==> config.mk <==
export PLATFORM = sky130hd
export DESIGN_NAME = i2cmr_core
export DESIGN_NICKNAME = d
export VERILOG_FILES = /design/src/include/i2cmr_pkg.sv /design/src/core/i2cmr_fifo.sv /design/src/core/i2cmr_core.sv
export SDC_FILE = /design/constraint.sdc
export NUM_CORES = 1
export LEC_CHECK = 0
export BUFFER_PORTS_ARGS = -buffer_cell sky130_fd_sc_hd__buf_2
export CAP_MARGIN = 20
export CELL_PAD_IN_SITES_DETAIL_PLACEMENT = 1
export CELL_PAD_IN_SITES_GLOBAL_PLACEMENT = 1
export CORE_MARGIN = 3
export CORE_UTILIZATION = 46
export CTS_CLUSTER_DIAMETER = 100
export DETAILED_ROUTE_END_ITERATION = 6
export PLACE_DENSITY = 0.77
export SLEW_MARGIN = 40
export SYNTH_ARGS = -nofsm -noshare
export SYNTH_HDL_FRONTEND = slang
export SYNTH_SLANG_ARGS = --single-unit
export TNS_END_PERCENT = 20
==> constraint.sdc <==
create_clock -name sys_clk -period 4.5 [get_ports sys_clk]
set_clock_uncertainty 0.1 [all_clocks]
set_input_delay 0.225 -clock sys_clk [delete_from_list [all_inputs] [get_ports sys_clk]]
set_output_delay 0.225 -clock sys_clk [all_outputs]
set_load 0.01 [all_outputs]
==> src/include/i2cmr_pkg.sv <==
/*
 * Constants for the two-wire master receive engine.
 * Assumes a 40 MHz system clock and synchronous pin inputs.
 */
package i2cmr_pkg;
    // ==========================================================
    // Control field positions
    localparam int          RCV_EN_BIT   = 3;      // Receive enable in control two
    localparam int          ACK_EN_BIT   = 4;      // Acknowledge sequence enable
    localparam logic [3:0]  MODE_MASTER  = 4'h8;   // Master mode select code
    localparam int          RELOAD_W     = 7;      // Reload field width
    localparam int          BITS_PER_BYTE = 8;     // Data bits per byte
    localparam logic [3:0]  LAST_EDGE    = 4'hF;   // Falling edge of eighth clock
    localparam logic [7:0]  BYTE_RST     = 8'h00;  // Data reset value
    localparam logic [6:0]  CNT_RST      = 7'h00;  // Counter reset value
    localparam logic [3:0]  EDGE_RST     = 4'h0;   // Edge counter reset value
    localparam int          FIFO_DEPTH   = 8;      // Receive FIFO depth
    localparam int          FIFO_WIDTH   = 8;      // Receive FIFO width
    // ==========================================================
    // Engine states
    typedef enum logic [1:0] {I2CMR_IDLE, I2CMR_RECV, I2CMR_ACK} i2cmr_state_t;
endpackage : i2cmr_pkg

==> src/core/i2cmr_fifo.sv <==
/*
 * Parameterised FIFO for received bytes.
 * Assumes one clock, synchronous active-high reset, clock enable.
 */
`timescale 1ns/10ps
module i2cmr_fifo
    import i2cmr_pkg::*;
#(
    parameter int WIDTH = 8,
    parameter int DEPTH = 8
) (
    input  wire logic             sys_clk,
    input  wire logic             rst,
    input  wire logic             clkEn,
    input  wire logic [WIDTH-1:0] inData,
    input  wire logic             inValid,
    output logic                  inReady,
    output logic      [WIDTH-1:0] outData,
    output logic                  outValid,
    input  wire logic             outReady
);
    localparam int AW = $clog2(DEPTH);
    // ==========================================================
    // Storage and pointers
    logic [WIDTH-1:0] mem [DEPTH];          // Word storage
    logic [AW-1:0]    wrPtr_reg, wrPtr_next; // Write pointer
    logic [AW-1:0]    rdPtr_reg, rdPtr_next; // Read pointer
    logic [AW:0]      cnt_reg, cnt_next;     // Fill count
    logic             push;                  // Word accepted
    logic             pop;                   // Word drained

    // Handshakes
    always_comb begin
        inReady  = (cnt_reg != (AW+1)'(DEPTH)) && clkEn;
        outValid = (cnt_reg != '0);
        outData  = mem[rdPtr_reg];
        push     = inValid && inReady;
        pop      = outValid && outReady && clkEn;
        wrPtr_next = push ? AW'(wrPtr_reg + 1'b1) : wrPtr_reg;
        rdPtr_next = pop ? AW'(rdPtr_reg + 1'b1) : rdPtr_reg;
        cnt_next   = (AW+1)'(cnt_reg + push - pop);
    end

    // Register pointers and storage
    always_ff @(posedge sys_clk) begin
        if (rst) begin
            wrPtr_reg <= '0;
            rdPtr_reg <= '0;
            cnt_reg   <= '0;
        end else if (clkEn) begin
            wrPtr_reg <= wrPtr_next;
            rdPtr_reg <= rdPtr_next;
            cnt_reg   <= cnt_next;
            if (push) begin
                mem[wrPtr_reg] <= inData;
            end
        end
    end
endmodule : i2cmr_fifo

==> src/core/i2cmr_core.sv <==
/*
 * Two-wire bus master byte receiver with buffer and status flags.
 * Assumes pins sampled synchronously, open-drain resolved outside.
 */
// Functional notes
// - Receive starts when receive enable bit set
// - Receive enable ignored unless port idle
// - Toggle clock each rollover, shift data in
// - After eighth fall: clear enable, buffer, flags
// - Return idle after byte transfer
// - Reading buffer clears buffer full flag
// - Acknowledge enable sends acknowledge bit
// - Overflow when byte arrives while buffer full
// - Buffer write during shifting sets collision, discarded
// - Low seven address bits reload the generator
// - Code 1000 selects master, clock divides
// - Port enable hands pins to port
`timescale 1ns/10ps
module i2cmr_core
    import i2cmr_pkg::*;
(
    input  wire logic       sys_clk,
    input  wire logic       rst,
    input  wire logic       clkEn,
    input  wire logic       serialPortEnable,
    input  wire logic [3:0] serialModeSelect,
    input  wire logic [6:0] addressReload,
    input  wire logic [7:0] ctrlTwoWrData,
    input  wire logic       ctrlTwoWr,
    output logic      [7:0] serialControlTwo,
    input  wire logic       bufRd,
    input  wire logic       bufWr,
    input  wire logic [7:0] bufWrData,
    output logic      [7:0] serialBuffer,
    output logic            bufferFullFlag,
    output logic            serialInterruptFlag,
    input  wire logic       intClr,
    output logic            receiveOverflowFlag,
    input  wire logic       ovfClr,
    output logic            writeCollisionFlag,
    input  wire logic       wcolClr,
    input  wire logic       ackData,
    input  wire logic       sclIn,
    output logic            sclOut,
    output logic            sclOe,
    input  wire logic       sdaIn,
    output logic            sdaOut,
    output logic            sdaOe,
    output logic            gpioMode,
    output logic      [7:0] fifoData,
    output logic            fifoValid,
    input  wire logic       fifoReady
);
    // ==========================================================
    // State
    i2cmr_state_t state_reg, state_next;    // Engine state
    logic [6:0] brg_reg, brg_next;          // Baud counter
    logic [3:0] edge_reg, edge_next;        // Clock edge count
    logic       scl_reg, scl_next;          // Driven clock level
    logic [7:0] shift_reg, shift_next;      // Serial shift register
    logic [7:0] buf_reg, buf_next;          // Receive buffer
    logic       bf_reg, bf_next;            // Buffer full
    logic       if_reg, if_next;            // Interrupt flag
    logic       ov_reg, ov_next;            // Overflow
    logic       wc_reg, wc_next;            // Write collision
    logic       receive_enable_bit_reg, receive_enable_bit_next;        // Receive enable bit
    logic       acknowledge_sequence_enable_reg, acknowledge_sequence_enable_next;      // Acknowledge enable bit
    logic       ackDat_reg, ackDat_next;    // Acknowledge level
    logic [7:0] ctl_reg, ctl_next;          // Other control bits
    logic       fifoInReady;                // FIFO can accept
    logic       fifoPush;                   // Push received byte
    logic       rollover;                   // Generator rolled
    logic       masterOn;                   // Master mode active

    // ==========================================================
    // Receive FIFO
    i2cmr_fifo #(.WIDTH(FIFO_WIDTH), .DEPTH(FIFO_DEPTH)) u_fifo (
        .sys_clk  (sys_clk),
        .rst      (rst),
        .clkEn    (clkEn),
        .inData   (shift_next),
        .inValid  (fifoPush),
        .inReady  (fifoInReady),
        .outData  (fifoData),
        .outValid (fifoValid),
        .outReady (fifoReady)
    );

    // Next-state logic
    always_comb begin
        masterOn     = serialPortEnable && (serialModeSelect == MODE_MASTER);
        rollover     = (brg_reg == CNT_RST);
        state_next   = state_reg;
        brg_next     = brg_reg;
        edge_next    = edge_reg;
        scl_next     = scl_reg;
        shift_next   = shift_reg;
        buf_next     = buf_reg;
        bf_next      = bf_reg;
        if_next      = if_reg && !intClr;
        ov_next      = ov_reg && !ovfClr;
        wc_next      = wc_reg && !wcolClr;
        receive_enable_bit_next    = receive_enable_bit_reg;
        acknowledge_sequence_enable_next   = acknowledge_sequence_enable_reg;
        ackDat_next  = ackDat_reg;
        ctl_next     = ctl_reg;
        fifoPush     = 1'b0;
        // Read of buffer clears full; set below wins
        if (bufRd) begin
            bf_next = 1'b0;
        end
        // Control two write
        if (ctrlTwoWr) begin
            ctl_next = ctrlTwoWrData;
            if (state_reg == I2CMR_IDLE && masterOn) begin
                receive_enable_bit_next  = ctrlTwoWrData[RCV_EN_BIT];
                acknowledge_sequence_enable_next = ctrlTwoWrData[ACK_EN_BIT] && !ctrlTwoWrData[RCV_EN_BIT];
                ackDat_next = ackData;
            end
        end
        // Buffer write; a receive counts as begun once enable is latched
        if (bufWr) begin
            if (state_reg == I2CMR_RECV || receive_enable_bit_reg) begin
                wc_next = 1'b1;
            end else begin
                buf_next = bufWrData;
            end
        end
        case (state_reg)
            I2CMR_IDLE: begin
                brg_next  = addressReload;
                edge_next = EDGE_RST;
                if (receive_enable_bit_reg && masterOn) begin
                    state_next = I2CMR_RECV;
                end else if (acknowledge_sequence_enable_reg && masterOn) begin
                    state_next = I2CMR_ACK;
                end
            end
            I2CMR_RECV: begin
                if (!masterOn) begin
                    state_next = I2CMR_IDLE;
                    receive_enable_bit_next  = 1'b0;
                    scl_next   = 1'b0;
                end else if (!rollover) begin
                    brg_next = brg_reg - 7'h01;
                end else begin
                    brg_next  = addressReload;
                    scl_next  = !scl_reg;
                    edge_next = edge_reg + 4'h1;
                    if (!scl_reg) begin
                        shift_next = {shift_reg[BITS_PER_BYTE-2:0], sdaIn};
                    end
                    if (edge_reg == LAST_EDGE) begin
                        receive_enable_bit_next  = 1'b0;
                        buf_next   = shift_reg;
                        bf_next    = 1'b1;
                        if_next    = 1'b1;
                        scl_next   = 1'b0;
                        fifoPush   = fifoInReady;
                        ov_next    = ov_next || bf_reg;
                        state_next = I2CMR_IDLE;
                    end
                end
            end
            I2CMR_ACK: begin
                if (!rollover) begin
                    brg_next = brg_reg - 7'h01;
                end else begin
                    brg_next  = addressReload;
                    scl_next  = !scl_reg;
                    edge_next = edge_reg + 4'h1;
                    if (edge_reg[0]) begin
                        acknowledge_sequence_enable_next = 1'b0;
                        if_next    = 1'b1;
                        state_next = I2CMR_IDLE;
                    end
                end
            end
            default: state_next = I2CMR_IDLE;
        endcase
        // Hold off the final edge while the FIFO is full
        if (state_reg == I2CMR_RECV && rollover && edge_reg == LAST_EDGE && !fifoInReady) begin
            state_next = state_reg;
            brg_next   = brg_reg;
            edge_next  = edge_reg;
            scl_next   = scl_reg;
            shift_next = shift_reg;
            buf_next   = buf_reg;
            bf_next    = bf_reg && !bufRd;
            if_next    = if_reg && !intClr;
            ov_next    = ov_reg && !ovfClr;
            receive_enable_bit_next  = receive_enable_bit_reg;
        end
    end

    // Register all state
    always_ff @(posedge sys_clk) begin
        if (rst) begin
            state_reg  <= I2CMR_IDLE;
            brg_reg    <= CNT_RST;
            edge_reg   <= EDGE_RST;
            scl_reg    <= 1'b0;
            shift_reg  <= BYTE_RST;
            buf_reg    <= BYTE_RST;
            bf_reg     <= 1'b0;
            if_reg     <= 1'b0;
            ov_reg     <= 1'b0;
            wc_reg     <= 1'b0;
            receive_enable_bit_reg   <= 1'b0;
            acknowledge_sequence_enable_reg  <= 1'b0;
            ackDat_reg <= 1'b0;
            ctl_reg    <= BYTE_RST;
        end else if (clkEn) begin
            state_reg  <= state_next;
            brg_reg    <= brg_next;
            edge_reg   <= edge_next;
            scl_reg    <= scl_next;
            shift_reg  <= shift_next;
            buf_reg    <= buf_next;
            bf_reg     <= bf_next;
            if_reg     <= if_next;
            ov_reg     <= ov_next;
            wc_reg     <= wc_next;
            receive_enable_bit_reg   <= receive_enable_bit_next;
            acknowledge_sequence_enable_reg  <= acknowledge_sequence_enable_next;
            ackDat_reg <= ackDat_next;
            ctl_reg    <= ctl_next;
        end
    end

    // Outputs: open-drain, low pulled while enable high
    always_comb begin
        serialControlTwo = ctl_reg;
        serialControlTwo[RCV_EN_BIT] = receive_enable_bit_reg;
        serialControlTwo[ACK_EN_BIT] = acknowledge_sequence_enable_reg;
        serialBuffer        = buf_reg;
        bufferFullFlag      = bf_reg;
        serialInterruptFlag = if_reg;
        receiveOverflowFlag = ov_reg;
        writeCollisionFlag  = wc_reg;
        gpioMode = !serialPortEnable;
        sclOut   = 1'b0;
        sdaOut   = 1'b0;
        sclOe    = serialPortEnable && !scl_reg;
        sdaOe    = serialPortEnable && (state_reg == I2CMR_ACK) && !ackDat_reg;
    end
endmodule : i2cmr_core

# Word level (Yosys, flattened, before mapping)
# Memory sizes are Yosys's and may differ from the RTL's. A register that Yosys moved wholly into a read port is not among the register bits.
# Cells that the tools add are included.
# totals
register_bits	55
mem_bits_rw	64
n_memories	1
# mem_list
memory	depth	width	read_ports	rd_ports_with_merged_regs	wr	line	source
u_fifo.mem	8	8	1	1	1	i2cmr_fifo.sv:25	logic [WIDTH-1:0] mem [DEPTH];
# op_classes
n_addsub	6
n_eq_ne	11
mux	71
bitwise	1
reduce_logical	43
# op_table
operator	n
8-bit 2-to-1 mux	11
1-bit 2-to-1 mux	42
7-bit one-hot mux with 3 select lines	1
1-bit logical AND	19
2-bit 2-to-1 mux	7
7-bit 2-to-1 mux	2
4-bit one-hot mux with 3 select lines	1
1-bit logical NOT	9
4-bit equality test, second input constant	2
4-bit 2-to-1 mux	2
2-bit AND reduction	4
7-bit logical NOT	1
7-bit AND reduction	1
7-bit by 1-bit subtractor with 7-bit output, second input constant	1
3-bit by 1-bit adder with 3-bit output, second input constant	2
3-bit 2-to-1 mux	2
2-bit inequality test, second input constant	3
2-bit one-hot mux with 3 select lines	1
5-bit AND reduction	1
4-bit by 1-bit adder with 4-bit output	1
4-bit by 1-bit adder with 4-bit output, second input constant	1
4-bit inequality test, second input constant	1
1-bit one-hot mux with 2 select lines	2
4-bit AND reduction	1
13 further kinds	14

# Depth between registers and ports, before layout
# Gate-level depths: netlist (run 1).
# logic_depth
ltp_word	11
depth_mapped	15
ltp_nobuf	13

# Cells and area by module
# From an unflattened synthesis (run 1), not the netlist that was laid out.
# hier_totals
hier_cells	466
hier_area_um2	5552.8
# by_module_without_submodules
module	n_inst	cells_per_inst	area_per_inst_um2
i2cmr_fifo	1	182	3211.8
i2cmr_core	1	284	2341.0

# Least setup slack after synthesis (run 1)
# OpenSTA, ideal clock, no wires.
# synth_path
path_kind	register to register
startpoint	register brg_reg[0]
endpoint	memory u_fifo.mem[0][0], enable pin
setup_time_ns	0.398
arrival_time_ns	2.930
setup_slack_ns	1.073
path_stages_with_launch	9
synth_period_minus_slack_ns	3.427
path_cell_list	dfxtp_1 inv_1 ha_1 or3b_2 or3_1 buf_2 or3_1 buf_6 nor4b_1
# synth_via
elab_chain_cells	9
# synth_rtl
element	line	source
start, declared	i2cmr_core.sv:57	logic [6:0] brg_reg, brg_next;
start signal, assigned	i2cmr_core.sv:215	brg_reg <= brg_next;
7-bit logical NOT	i2cmr_core.sv:92	rollover = (brg_reg == CNT_RST);
1-bit 2-to-1 mux	i2cmr_core.sv:144	end else if (!rollover) begin
1-bit 2-to-1 mux	i2cmr_core.sv:140	if (!masterOn) begin
1-bit 2-to-1 mux	i2cmr_core.sv:129	case (state_reg)
1-bit logical AND	i2cmr_fifo.sv:37	push = inValid && inReady;
1-bit 2-to-1 mux	i2cmr_fifo.sv:54	if (push) begin
1-bit 2-to-1 mux	i2cmr_fifo.sv:50	end else if (clkEn) begin
1-bit 2-to-1 mux	i2cmr_fifo.sv:46	if (rst) begin
1-bit 2-to-1 mux (not written as such)	i2cmr_fifo.sv:55	mem[wrPtr_reg] <= inData;
end, declared	i2cmr_fifo.sv:25	
# No other way between the ends.

# Final worst setup path (run 1)
# layout_path
startpoint	register brg_reg[0]
endpoint	register u_fifo.cnt_reg[2]
# layout_via
elab_chain_cells	7
# layout_rtl
element	line	source
7-bit logical NOT	i2cmr_core.sv:92	
1-bit 2-to-1 mux	i2cmr_core.sv:144	
1-bit 2-to-1 mux	i2cmr_core.sv:140	
1-bit 2-to-1 mux	i2cmr_core.sv:129	
1-bit logical AND	i2cmr_fifo.sv:37	
4-bit by 1-bit adder with 4-bit output	i2cmr_fifo.sv:41	cnt_next = (AW+1)'(cnt_reg + push - pop);
4-bit by 1-bit subtractor with 4-bit output	i2cmr_fifo.sv:41	
end signal, assigned	i2cmr_fifo.sv:53	cnt_reg <= cnt_next;
end, declared	i2cmr_fifo.sv:28	logic [AW:0] cnt_reg, cnt_next;
# No other way between the ends.
# A chain may end at the register's enable or synchronous reset.

==> results of run 1 <==
==> cell type report <==
class,instances,area (um^2)
Multi-Input combinational cell,281,2150
Fill cell,1180,4580
Clock buffer,18,429
Inverter,17,68.8
Sequential cell,120,3050
Timing Repair Buffer,90,523
Clock inverter,14,146
Tap cell,140,175
==> Yosys cell counts (2+ instances only) <==
cell type / n
sky130_fd_sc_hd__nor2b_1: 2
sky130_fd_sc_hd__nor4_2: 2
sky130_fd_sc_hd__nand3_1: 13
sky130_fd_sc_hd__a21o_1: 3
sky130_fd_sc_hd__buf_4: 4
sky130_fd_sc_hd__dfxtp_1: 56
sky130_fd_sc_hd__nor3_1: 11
sky130_fd_sc_hd__clkbuf_1: 16
sky130_fd_sc_hd__nor2_1: 37
sky130_fd_sc_hd__a21oi_1: 31
sky130_fd_sc_hd__nand4b_1: 2
sky130_fd_sc_hd__buf_2: 4
sky130_fd_sc_hd__nand2b_1: 2
sky130_fd_sc_hd__xnor2_1: 3
sky130_fd_sc_hd__inv_1: 16
sky130_fd_sc_hd__ha_1: 14
sky130_fd_sc_hd__mux2i_1: 14
sky130_fd_sc_hd__buf_1: 3
sky130_fd_sc_hd__xor2_1: 2
sky130_fd_sc_hd__edfxtp_1: 64
sky130_fd_sc_hd__a2bb2oi_1: 8
sky130_fd_sc_hd__o211ai_1: 4
sky130_fd_sc_hd__nor3b_1: 2
sky130_fd_sc_hd__mux2_2: 17
sky130_fd_sc_hd__o221ai_1: 8
sky130_fd_sc_hd__or3_1: 4
sky130_fd_sc_hd__nand2_1: 33
sky130_fd_sc_hd__or4_1: 2
sky130_fd_sc_hd__mux4_2: 16
sky130_fd_sc_hd__a211oi_1: 7
sky130_fd_sc_hd__o211a_1: 2
sky130_fd_sc_hd__nand4_1: 4
sky130_fd_sc_hd__o21ai_0: 15
==> kinds of logic after synthesis <==
family          count (synthesis)  synth area share
buf+inv                        45            0.0374
other cells                     1          0.000697
simple gates                  123             0.114
mux                            47             0.129
flops                         120             0.565
compound gates                 89             0.110
xor+xnor                        5           0.00814
fa+ha+maj                      15            0.0363
==> tightest hold or removal path, stage by stage <==
cell and delay (ns):
sky130_fd_sc_hd__buf_2 0.07, sky130_fd_sc_hd__o21ai_0 0.07, sky130_fd_sc_hd__nand2_1 0.07, sky130_fd_sc_hd__a21oi_1 0.05
==> how the worst max path moves through the flow <==
| stage | start | to | slack [ns] | cells after the start |
|---|---|---|---|---|
| final | brg_reg[0] | u_fifo.cnt_reg[2] | 0.87 | 13 |
| after global routing | brg_reg[0] | u_fifo.cnt_reg[2] | 0.70 | 13 |
| after CTS | brg_reg[0] | u_fifo.cnt_reg[2] | 0.86 | 13 |
| after detailed placement | brg_reg[0] | u_fifo.cnt_reg[2] | 0.95 | 13 |
| after global placement | brg_reg[0] | u_fifo.mem[3][6] | 1.04 | 8 |
| after floorplan | brg_reg[0] | u_fifo.mem[0][0] | 1.07 | 8 |
==> per-layer routing <==
| layer | share of wire | vias up |
|---|---|---|
| met5 | 0 | - |
| met4 | 0.012 | 0 |
| met3 | 0.037 | 17 |
| met2 | 0.52 | 83 |
| met1 | 0.43 | 1906 |
| li1 | - | 1830 |
==> power groups by stage <==
| stage | logic, W | clock network [W] | registers, W |
|---|---|---|---|
| finish | 0.000174 | 0.00132 | 0.00119 |
| global route | 0.000193 | 0.00140 | 0.00119 |
| CTS | 0.000175 | 0.00134 | 0.00119 |
| detailed placement | 0.000164 | 0 | 0.00121 |
| global placement | 0.000157 | 0 | 0.00121 |
| floorplan | 0.000116 | 0 | 0.00120 |
==> layout by cell type (no fill, tap or decap), drive strengths merged, types with 3 or more instances in the layout <==
| cell type | instances |
|---|---|
| nand2 | 34 |
| xnor2 | 3 |
| a211oi | 7 |
| o211ai | 4 |
| a2bb2oi | 8 |
| mux2 | 17 |
| o21ai | 17 |
| nor3 | 11 |
| a21o | 3 |
| nand4 | 4 |
| mux4 | 16 |
| nor2 | 37 |
| edfxtp | 64 |
| buf | 79 |
| nand3 | 13 |
| clkbuf | 18 |
| o221ai | 8 |
| dfxtp | 56 |
| or3 | 4 |
| clkinv | 6 |
| clkinvlp | 3 |
| inv | 20 |
| mux2i | 14 |
| dlygate4sd3 | 11 |
| nor4 | 3 |
| a21oi | 31 |
| ha | 14 |
==> per-stage QoR <==
stage | cell area (um^2) | total power [W] | worst slack, ns | hold WS [ns]
2_1_floorplan | 5390 | 0.00132 | 1.07 | 0.269
3_3_place_gp | 5840 | 0.00137 | 1.04 | 0.338
3_5_place_dp | 5840 | 0.00137 | 0.947 | 0.350
4_1_cts | 6530 | 0.00271 | 0.859 | 0.0130
5_1_grt | 6540 | 0.00278 | 0.696 | 0.0441
6_report | 6540 | 0.00268 | 0.871 | 0.0258
==> qor.json, run 1 <==
{
  "highest_delay_cell_along_the_critical_path": {"value": "sky130_fd_sc_hd__or3b_2"},
  "ys_seq_elements": {"value": 120},
  "dr.first_iter.drc_count": {"value": 194},
  "number_of_flip_flops_in_the_largest_register": {"value": 64},
  "route.detailed.wl_per_inst": {"value": 19.7, "unit": "um"},
  "fmax": {"value": 0.276, "unit": "GHz"},
  "synth_top_area_frac": {"value": 0.357},
  "reg2reg_setup_slack": {"value": 0.87, "unit": "ns"},
  "number_of_antenna_violations_at_the_first_check_in_global_routing": {"value": 0},
  "path_class": {"value": "flop to flop"},
  "die_x": {"value": 114, "unit": "um"},
  "critical-path-top-delay-family": {"value": "simple AND/OR/NAND/NOR gates"},
  "max_slew.worst_pin.slew": {"value": 0.687, "unit": "ns"},
  "stdcell_count": {"value": 680},
  "r2r.worst_path.cells": {"value": 13},
  "top_usage_layer": {"value": "met2"},
  "post-route-period-util": {"value": 0.806},
  "intPower": {"value": 0.00206, "unit": "W"},
  "number_of_global_route_vias_before_repair": {"value": 4116},
  "total_number_of_vias": {"value": 3836},
  "worstPathCellList": {"value": "inv_1 > ha_1 > or3b_2 > or3_1 > or3_1 > clkinv_4 > ha_1 > inv_1 > fa_1 > xor2_1 > nor2_1 > a21oi_1 > nor2_1"},
  "final_layout_size_suffix_gt1_frac": {"value": 0.289},
  "power.clock.fraction": {"value": 0.492},
  "status": {"value": "finished, final reports clean"},
  "top_flip_flop_cell_by_instance_count_after_synthesis": {"value": "sky130_fd_sc_hd__edfxtp_1"},
  "grt_first_pass_wirelength": {"value": 21500, "unit": "um"},
  "global_route_track_usage_on_met3": {"value": 0.0539},
  "critPathBufInv": {"value": 3},
  "htree_levels": {"value": 4},
  "floorplan.core_area": {"value": 11100, "unit": "um^2"},
  "critPathRequiredTime": {"value": 4.69, "unit": "ns"},
  "critical-path-max-stage-delay": {"value": 0.53, "unit": "ns"},
  "finalCoreUtilization": {"value": 0.588},
  "rr_startpoint": {"value": "brg_reg[0]"},
  "layout_min_cycle_time": {"value": 3.63, "unit": "ns"},
  "min_delay_worst_endpoint": {"value": "serialInterruptFlag"},
  "routabilityCongestion": {"value": 0.851},
  "worstSkewPairLatency": {"value": 0.41, "unit": "ns"},
  "switching_fraction": {"value": 0.231},
  "post_synth.cell_area_avg": {"value": 12.1, "unit": "um^2"},
  "setup_viol": {"value": 0},
  "start_kind": {"value": "flop"},
  "rr_endpoint": {"value": "u_fifo.cnt_reg[2]"},
  "report.final.hold_viol_count": {"value": 0},
  "place_hpwl": {"value": 8840, "unit": "um"},
  "insertedDiodeCount": {"value": 0},
  "final-max-slew-violation-count": {"value": 0},
  "power-per-cell-area": {"value": 409, "unit": "nW/um^2"},
  "net-switching-power": {"value": 0.000618, "unit": "W"},
  "timing.critical_path.to_type": {"value": "flop"},
  "die-area": {"value": 13000, "unit": "um^2"},
  "netlist_area": {"value": 5380, "unit": "um^2"},
  "grt_start_max_net_pins": {"value": 31},
  "holdBufCountCts": {"value": 11},
  "floorplan.rows": {"value": 38},
  "residual_drc": {"value": 0},
  "route.final.wire_length": {"value": 13400, "unit": "um"},
  "share_seq_of_total_power": {"value": 0.443},
  "synth-async-reset-ratio": {"value": 0},
  "dieHeight": {"value": 114, "unit": "um"},
  "synth_edf_count": {"value": 64},
  "cts_inserted_buffers": {"value": 17},
  "initial_standard_cell_utilization_of_the_core": {"value": 0.484},
  "grt_overflow": {"value": 0},
  "post-place-cells": {"value": 637},
  "worstPathArrival": {"value": 3.82, "unit": "ns"},
  "clock_sinks": {"value": 120},
  "global_route.usage.met2": {"value": 0.388},
  "max-vdd-ir-drop": {"value": 0.239, "unit": "mV"},
  "post_cts.resized_instances": {"value": 0},
  "clk_transition_reported_paths": {"value": 0.06, "unit": "ns"},
  "largest_fanout_on_the_critical_path": {"value": 7},
  "cts-root-buf": {"value": "sky130_fd_sc_hd__clkbuf_16"},
  "min_path_type": {"value": "primary input to flop"},
  "synth-seq-area-share": {"value": 0.565},
  "synthCells": {"value": 445},
  "final_antenna_net_count": {"value": 0},
  "floorplan.io_pins": {"value": 75},
  "post_drt_via_cell_ratio": {"value": 5.64},
  "post-synth-top-area-cell": {"value": "sky130_fd_sc_hd__edfxtp_1"},
  "totalNegativeSetupSlack": {"value": 0, "unit": "ns"},
  "hold-path-cell-count": {"value": 4},
  "max_cap_viol_count": {"value": 0},
  "buffer_count_from_post_cts_setup_fixing": {"value": 0},
  "final_net_count": {"value": 583},
  "rsz_0062_raised_after_global_routing": {"value": "no"},
  "comb_power_share": {"value": 0.065},
  "synth_cell_type_count": {"value": 57},
  "port_buffers": {"value": 71},
  "leakage": {"value": 2.30, "unit": "nW"},
  "area.growth.synth_to_final": {"value": 21.6, "unit": "%"},
  "synth.yosys.warnings": {"value": 0},
  "grt.total_usage": {"value": 0.217},
  "groute.layer.met1.usage": {"value": 0.258},
  "drt-pass1-iter-count": {"value": 4},
  "clk_path_buf_depth": {"value": 2},
  "hold_path.startpoint": {"value": "intClr"},
  "cts_tree": {"value": "yes"},
  "synth.area.top_cells": {"value": "sky130_fd_sc_hd__edfxtp_1 (36%), sky130_fd_sc_hd__dfxtp_1 (21%), sky130_fd_sc_hd__mux4_2 (6.7%)"},
  "max-slew-margin-rel": {"value": 0.537}
}
(Power assumes the default switching activity.)
==> inputs of run 2 (changes only) <==
==> constraint.sdc (replaced) <==
create_clock -name sys_clk -period 3.7 [get_ports sys_clk]
set_clock_uncertainty 0.1 [all_clocks]
set_input_delay 0.185 -clock sys_clk [delete_from_list [all_inputs] [get_ports sys_clk]]
set_output_delay 0.185 -clock sys_clk [all_outputs]
set_load 0.01 [all_outputs]
==> run 2 against run 1 <==
Net effect:
- fmax increased by 5.5%
- utilization increased by 0.66 points
- sequential power increased by 20%
- sequential share of layout area decreased by 0.54 points
- sequential cell count unchanged
- die area unchanged
- critical endpoint unchanged
- largest power group unchanged
==> qor.json, run 2 (same netlist as run 1, synthesis figures left out) <==
{
  "max_cap_viol_count": {"value": 0, "change": "unchanged"},
  "final_common_cell": {"value": "sky130_fd_sc_hd__buf_2"},
  "critPathBufInv": {"value": 3, "change": "unchanged"},
  "highest_delay_cell_along_the_critical_path": {"value": "sky130_fd_sc_hd__or3b_2"},
  "clk_path_buf_depth": {"value": 2, "change": "unchanged"},
  "port_buffers": {"value": 71, "change": "unchanged"},
  "dr.first_iter.drc_count": {"value": 234, "change": "+21%"},
  "fmax": {"value": 0.291, "unit": "GHz", "change": "+5.5%"},
  "cts_tree": {"value": "yes"},
  "totalNegativeSetupSlack": {"value": 0, "unit": "ns", "change": "unchanged"},
  "cts_inserted_buffers": {"value": 17, "change": "unchanged"},
  "number_of_flip_flops_in_the_largest_register": {"value": 64, "change": "unchanged"},
  "max_slew.worst_pin.slew": {"value": 0.749, "unit": "ns", "change": "+0.0623 ns"},
  "number_of_global_route_vias_before_repair": {"value": 4273, "change": "+3.8%"},
  "layout_min_cycle_time": {"value": 3.44, "unit": "ns", "change": "-0.189 ns"},
  "most-common-layout-cells": {"value": "sky130_fd_sc_hd__buf_2 (71), sky130_fd_sc_hd__edfxtp_1 (64), sky130_fd_sc_hd__dfxtp_1 (55)"},
  "timing.critical_path.to_type": {"value": "flop"},
  "power-per-cell-area": {"value": 498, "unit": "nW/um^2", "change": "+22%"},
  "worstPathCellList": {"value": "inv_1 > ha_1 > or3b_2 > or3_4 > or3_4 > clkinv_4 > ha_1 > inv_1 > fa_1 > xor2_1 > nor2_1 > a21oi_1 > nor2_1"},
  "post_drt_via_cell_ratio": {"value": 5.82, "change": "+3.2%"},
  "final-max-slew-violation-count": {"value": 0, "change": "unchanged"},
  "timing.critical_path.to": {"value": "u_fifo.cnt_reg[2]"},
  "total_number_of_vias": {"value": 4006, "change": "+4.4%"},
  "insertedDiodeCount": {"value": 0, "change": "unchanged"},
  "r2r.worst_path.cells": {"value": 13, "change": "unchanged"},
  "share_seq_of_total_power": {"value": 0.435, "change": "-0.008"},
  "die_x": {"value": 114, "unit": "um", "change": "unchanged"},
  "final-seq-area": {"value": 3040, "unit": "um^2", "change": "about the same"},
  "intPower": {"value": 0.00254, "unit": "W", "change": "+23%"},
  "multi_input_comb_area": {"value": 2150, "unit": "um^2", "change": "-0.17%"},
  "grt_overflow": {"value": 0, "change": "unchanged"},
  "place_hpwl": {"value": 9050, "unit": "um", "change": "+2.4%"},
  "htree_levels": {"value": 4, "change": "unchanged"},
  "min_path_type": {"value": "primary input to flop"},
  "drt-pass1-iter-count": {"value": 4, "change": "unchanged"},
  "die-area": {"value": 13000, "unit": "um^2", "change": "unchanged"},
  "worstPathArrival": {"value": 3.62, "unit": "ns", "change": "-0.20 ns"},
  "number_of_antenna_violations_at_the_first_check_in_global_routing": {"value": 0, "change": "unchanged"},
  "cts-root-buf": {"value": "sky130_fd_sc_hd__clkbuf_16"},
  "final_layout_size_suffix_gt1_frac": {"value": 0.290, "change": "+0.00126"},
  "grt_start_max_net_pins": {"value": 45, "change": "+45%"},
  "floorplan.core_area": {"value": 11100, "unit": "um^2", "change": "unchanged"},
  "hold_path.startpoint": {"value": "ctrlTwoWr"},
  "route.final.wire_length": {"value": 14300, "unit": "um", "change": "+7.1%"},
  "initial_standard_cell_utilization_of_the_core": {"value": 0.484, "change": "unchanged"},
  "setup_viol": {"value": 0, "change": "unchanged"},
  "rsz_0062_raised_after_global_routing": {"value": "no"},
  "worstSkewPairLatency": {"value": 0.42, "unit": "ns", "change": "about the same"},
  "net-switching-power": {"value": 0.000753, "unit": "W", "change": "+22%"},
  "switching_fraction": {"value": 0.229, "change": "-0.00210"},
  "buffer_count_from_post_cts_setup_fixing": {"value": 0, "change": "unchanged"},
  "clock_sinks": {"value": 120, "change": "unchanged"},
  "power.clock.fraction": {"value": 0.495, "change": "+0.003"},
  "final_antenna_net_count": {"value": 0, "change": "unchanged"},
  "dieHeight": {"value": 114, "unit": "um", "change": "unchanged"},
  "rr_endpoint": {"value": "u_fifo.cnt_reg[2]"},
  "reg2reg_setup_slack": {"value": 0.26, "unit": "ns", "change": "-0.61 ns"},
  "crit_path_start": {"value": "brg_reg[0]"},
  "post-route-period-util": {"value": 0.929, "change": "+0.123"},
  "final_net_count": {"value": 591, "change": "+1.4%"},
  "floorplan.io_pins": {"value": 75, "change": "unchanged"},
  "report.final.hold_viol_count": {"value": 0, "change": "unchanged"},
  "max-slew-margin-rel": {"value": 0.495, "change": "-0.0420"},
  "route.detailed.wl_per_inst": {"value": 20.8, "unit": "um", "change": "+5.8%"},
  "area.growth.synth_to_final": {"value": 22.9, "unit": "%"},
  "critPathRequiredTime": {"value": 3.88, "unit": "ns", "change": "-0.81 ns"},
  "max-vdd-ir-drop": {"value": 0.423, "unit": "mV", "change": "+77%"},
  "comb_power_share": {"value": 0.070, "change": "+0.005"},
  "rr_startpoint": {"value": "brg_reg[0]"},
  "grt_first_pass_wirelength": {"value": 23000, "unit": "um", "change": "+6.9%"},
  "residual_drc": {"value": 0, "change": "unchanged"},
  "leakage": {"value": 2.35, "unit": "nW", "change": "+2.2%"},
  "floorplan.rows": {"value": 38, "change": "unchanged"},
  "critical-path-top-delay-family": {"value": "simple AND/OR/NAND/NOR gates"},
  "start_kind": {"value": "flop"},
  "clk_transition_reported_paths": {"value": 0.06, "unit": "ns", "change": "about the same"},
  "critical-path-max-stage-delay": {"value": 0.53, "unit": "ns", "change": "about the same"},
  "grt.total_usage": {"value": 0.233, "change": "+0.0163"},
  "routabilityCongestion": {"value": 0.819, "change": "-3.8%"},
  "path_class": {"value": "flop to flop"},
  "total_power": {"value": 0.00329, "unit": "W", "change": "+23%"},
  "largest_fanout_on_the_critical_path": {"value": 7, "change": "unchanged"},
  "cp.depth": {"value": 13, "change": "unchanged"},
  "fillerInstances": {"value": 1190, "change": "+0.85%"},
  "status": {"value": "finished, final reports clean"}
}
## run 2: layout make-up
type,count,share of cell area
timing repair buffer,98,0.0889
inverter,17,0.0104
tap,140,0.0265
sequential,120,0.460
clock buffer,24,0.0762
multi-input combinational,281,0.325
clock inverter,8,0.0129
## run 2: layer usage
layer  track usage  vias to the layer above  routed length (um)
li1              -                     1845                   -
met1         0.277                     2002                5930
met2         0.398                      126                7260
met3        0.0640                       33                 752
met4        0.0998                        0                 386
met5             0                        -                   0
## run 2: power by group through the flow
stage               Clock, W  Sequential [W]  Combinational, W
floorplan                  0         0.00146          0.000141
global placement           0         0.00146          0.000205
detailed placement         0         0.00146          0.000215
CTS                  0.00165         0.00143          0.000232
global route         0.00171         0.00144          0.000256
finish               0.00163         0.00143          0.000229
## run 2: repair_timing
action,CTS,global route
endpoints found under the setup margin,0,1
hold endpoints to repair,12,0
gates resized for setup,0,2
hold buffers,12,0
## run 2: per-stage QoR
step            util  hold WS, ns  std cells  setup slack (ns)  area, um^2
5_1_grt        0.595       0.0242        688            0.0768        6620
3_3_place_gp   0.530        0.320        644             0.327        5900
2_1_floorplan      -        0.229        446             0.273        5390
4_1_cts        0.594      0.00117        688            0.0764        6610
3_5_place_dp   0.530        0.326        644             0.222        5900
6_report       0.595       0.0109        688             0.261        6620
## run 2: how the worst min path moves through the flow
stage / endpoint / slack, ns / cells after the start
floorplan: ackDat_reg / 0.23 / 2
global placement: ackDat_reg / 0.32 / 3
detailed placement: ackDat_reg / 0.33 / 3
CTS: brg_reg[3] / 0.001 / 4
global route: ctl_reg[7] / 0.02 / 3
finish: ctl_reg[5] / 0.01 / 3
## run 2: worst min-delay path, stage by stage
cell,delay [ns]
sky130_fd_sc_hd__buf_2,0.15
sky130_fd_sc_hd__nand3_1,0.09
sky130_fd_sc_hd__a21oi_1,0.05
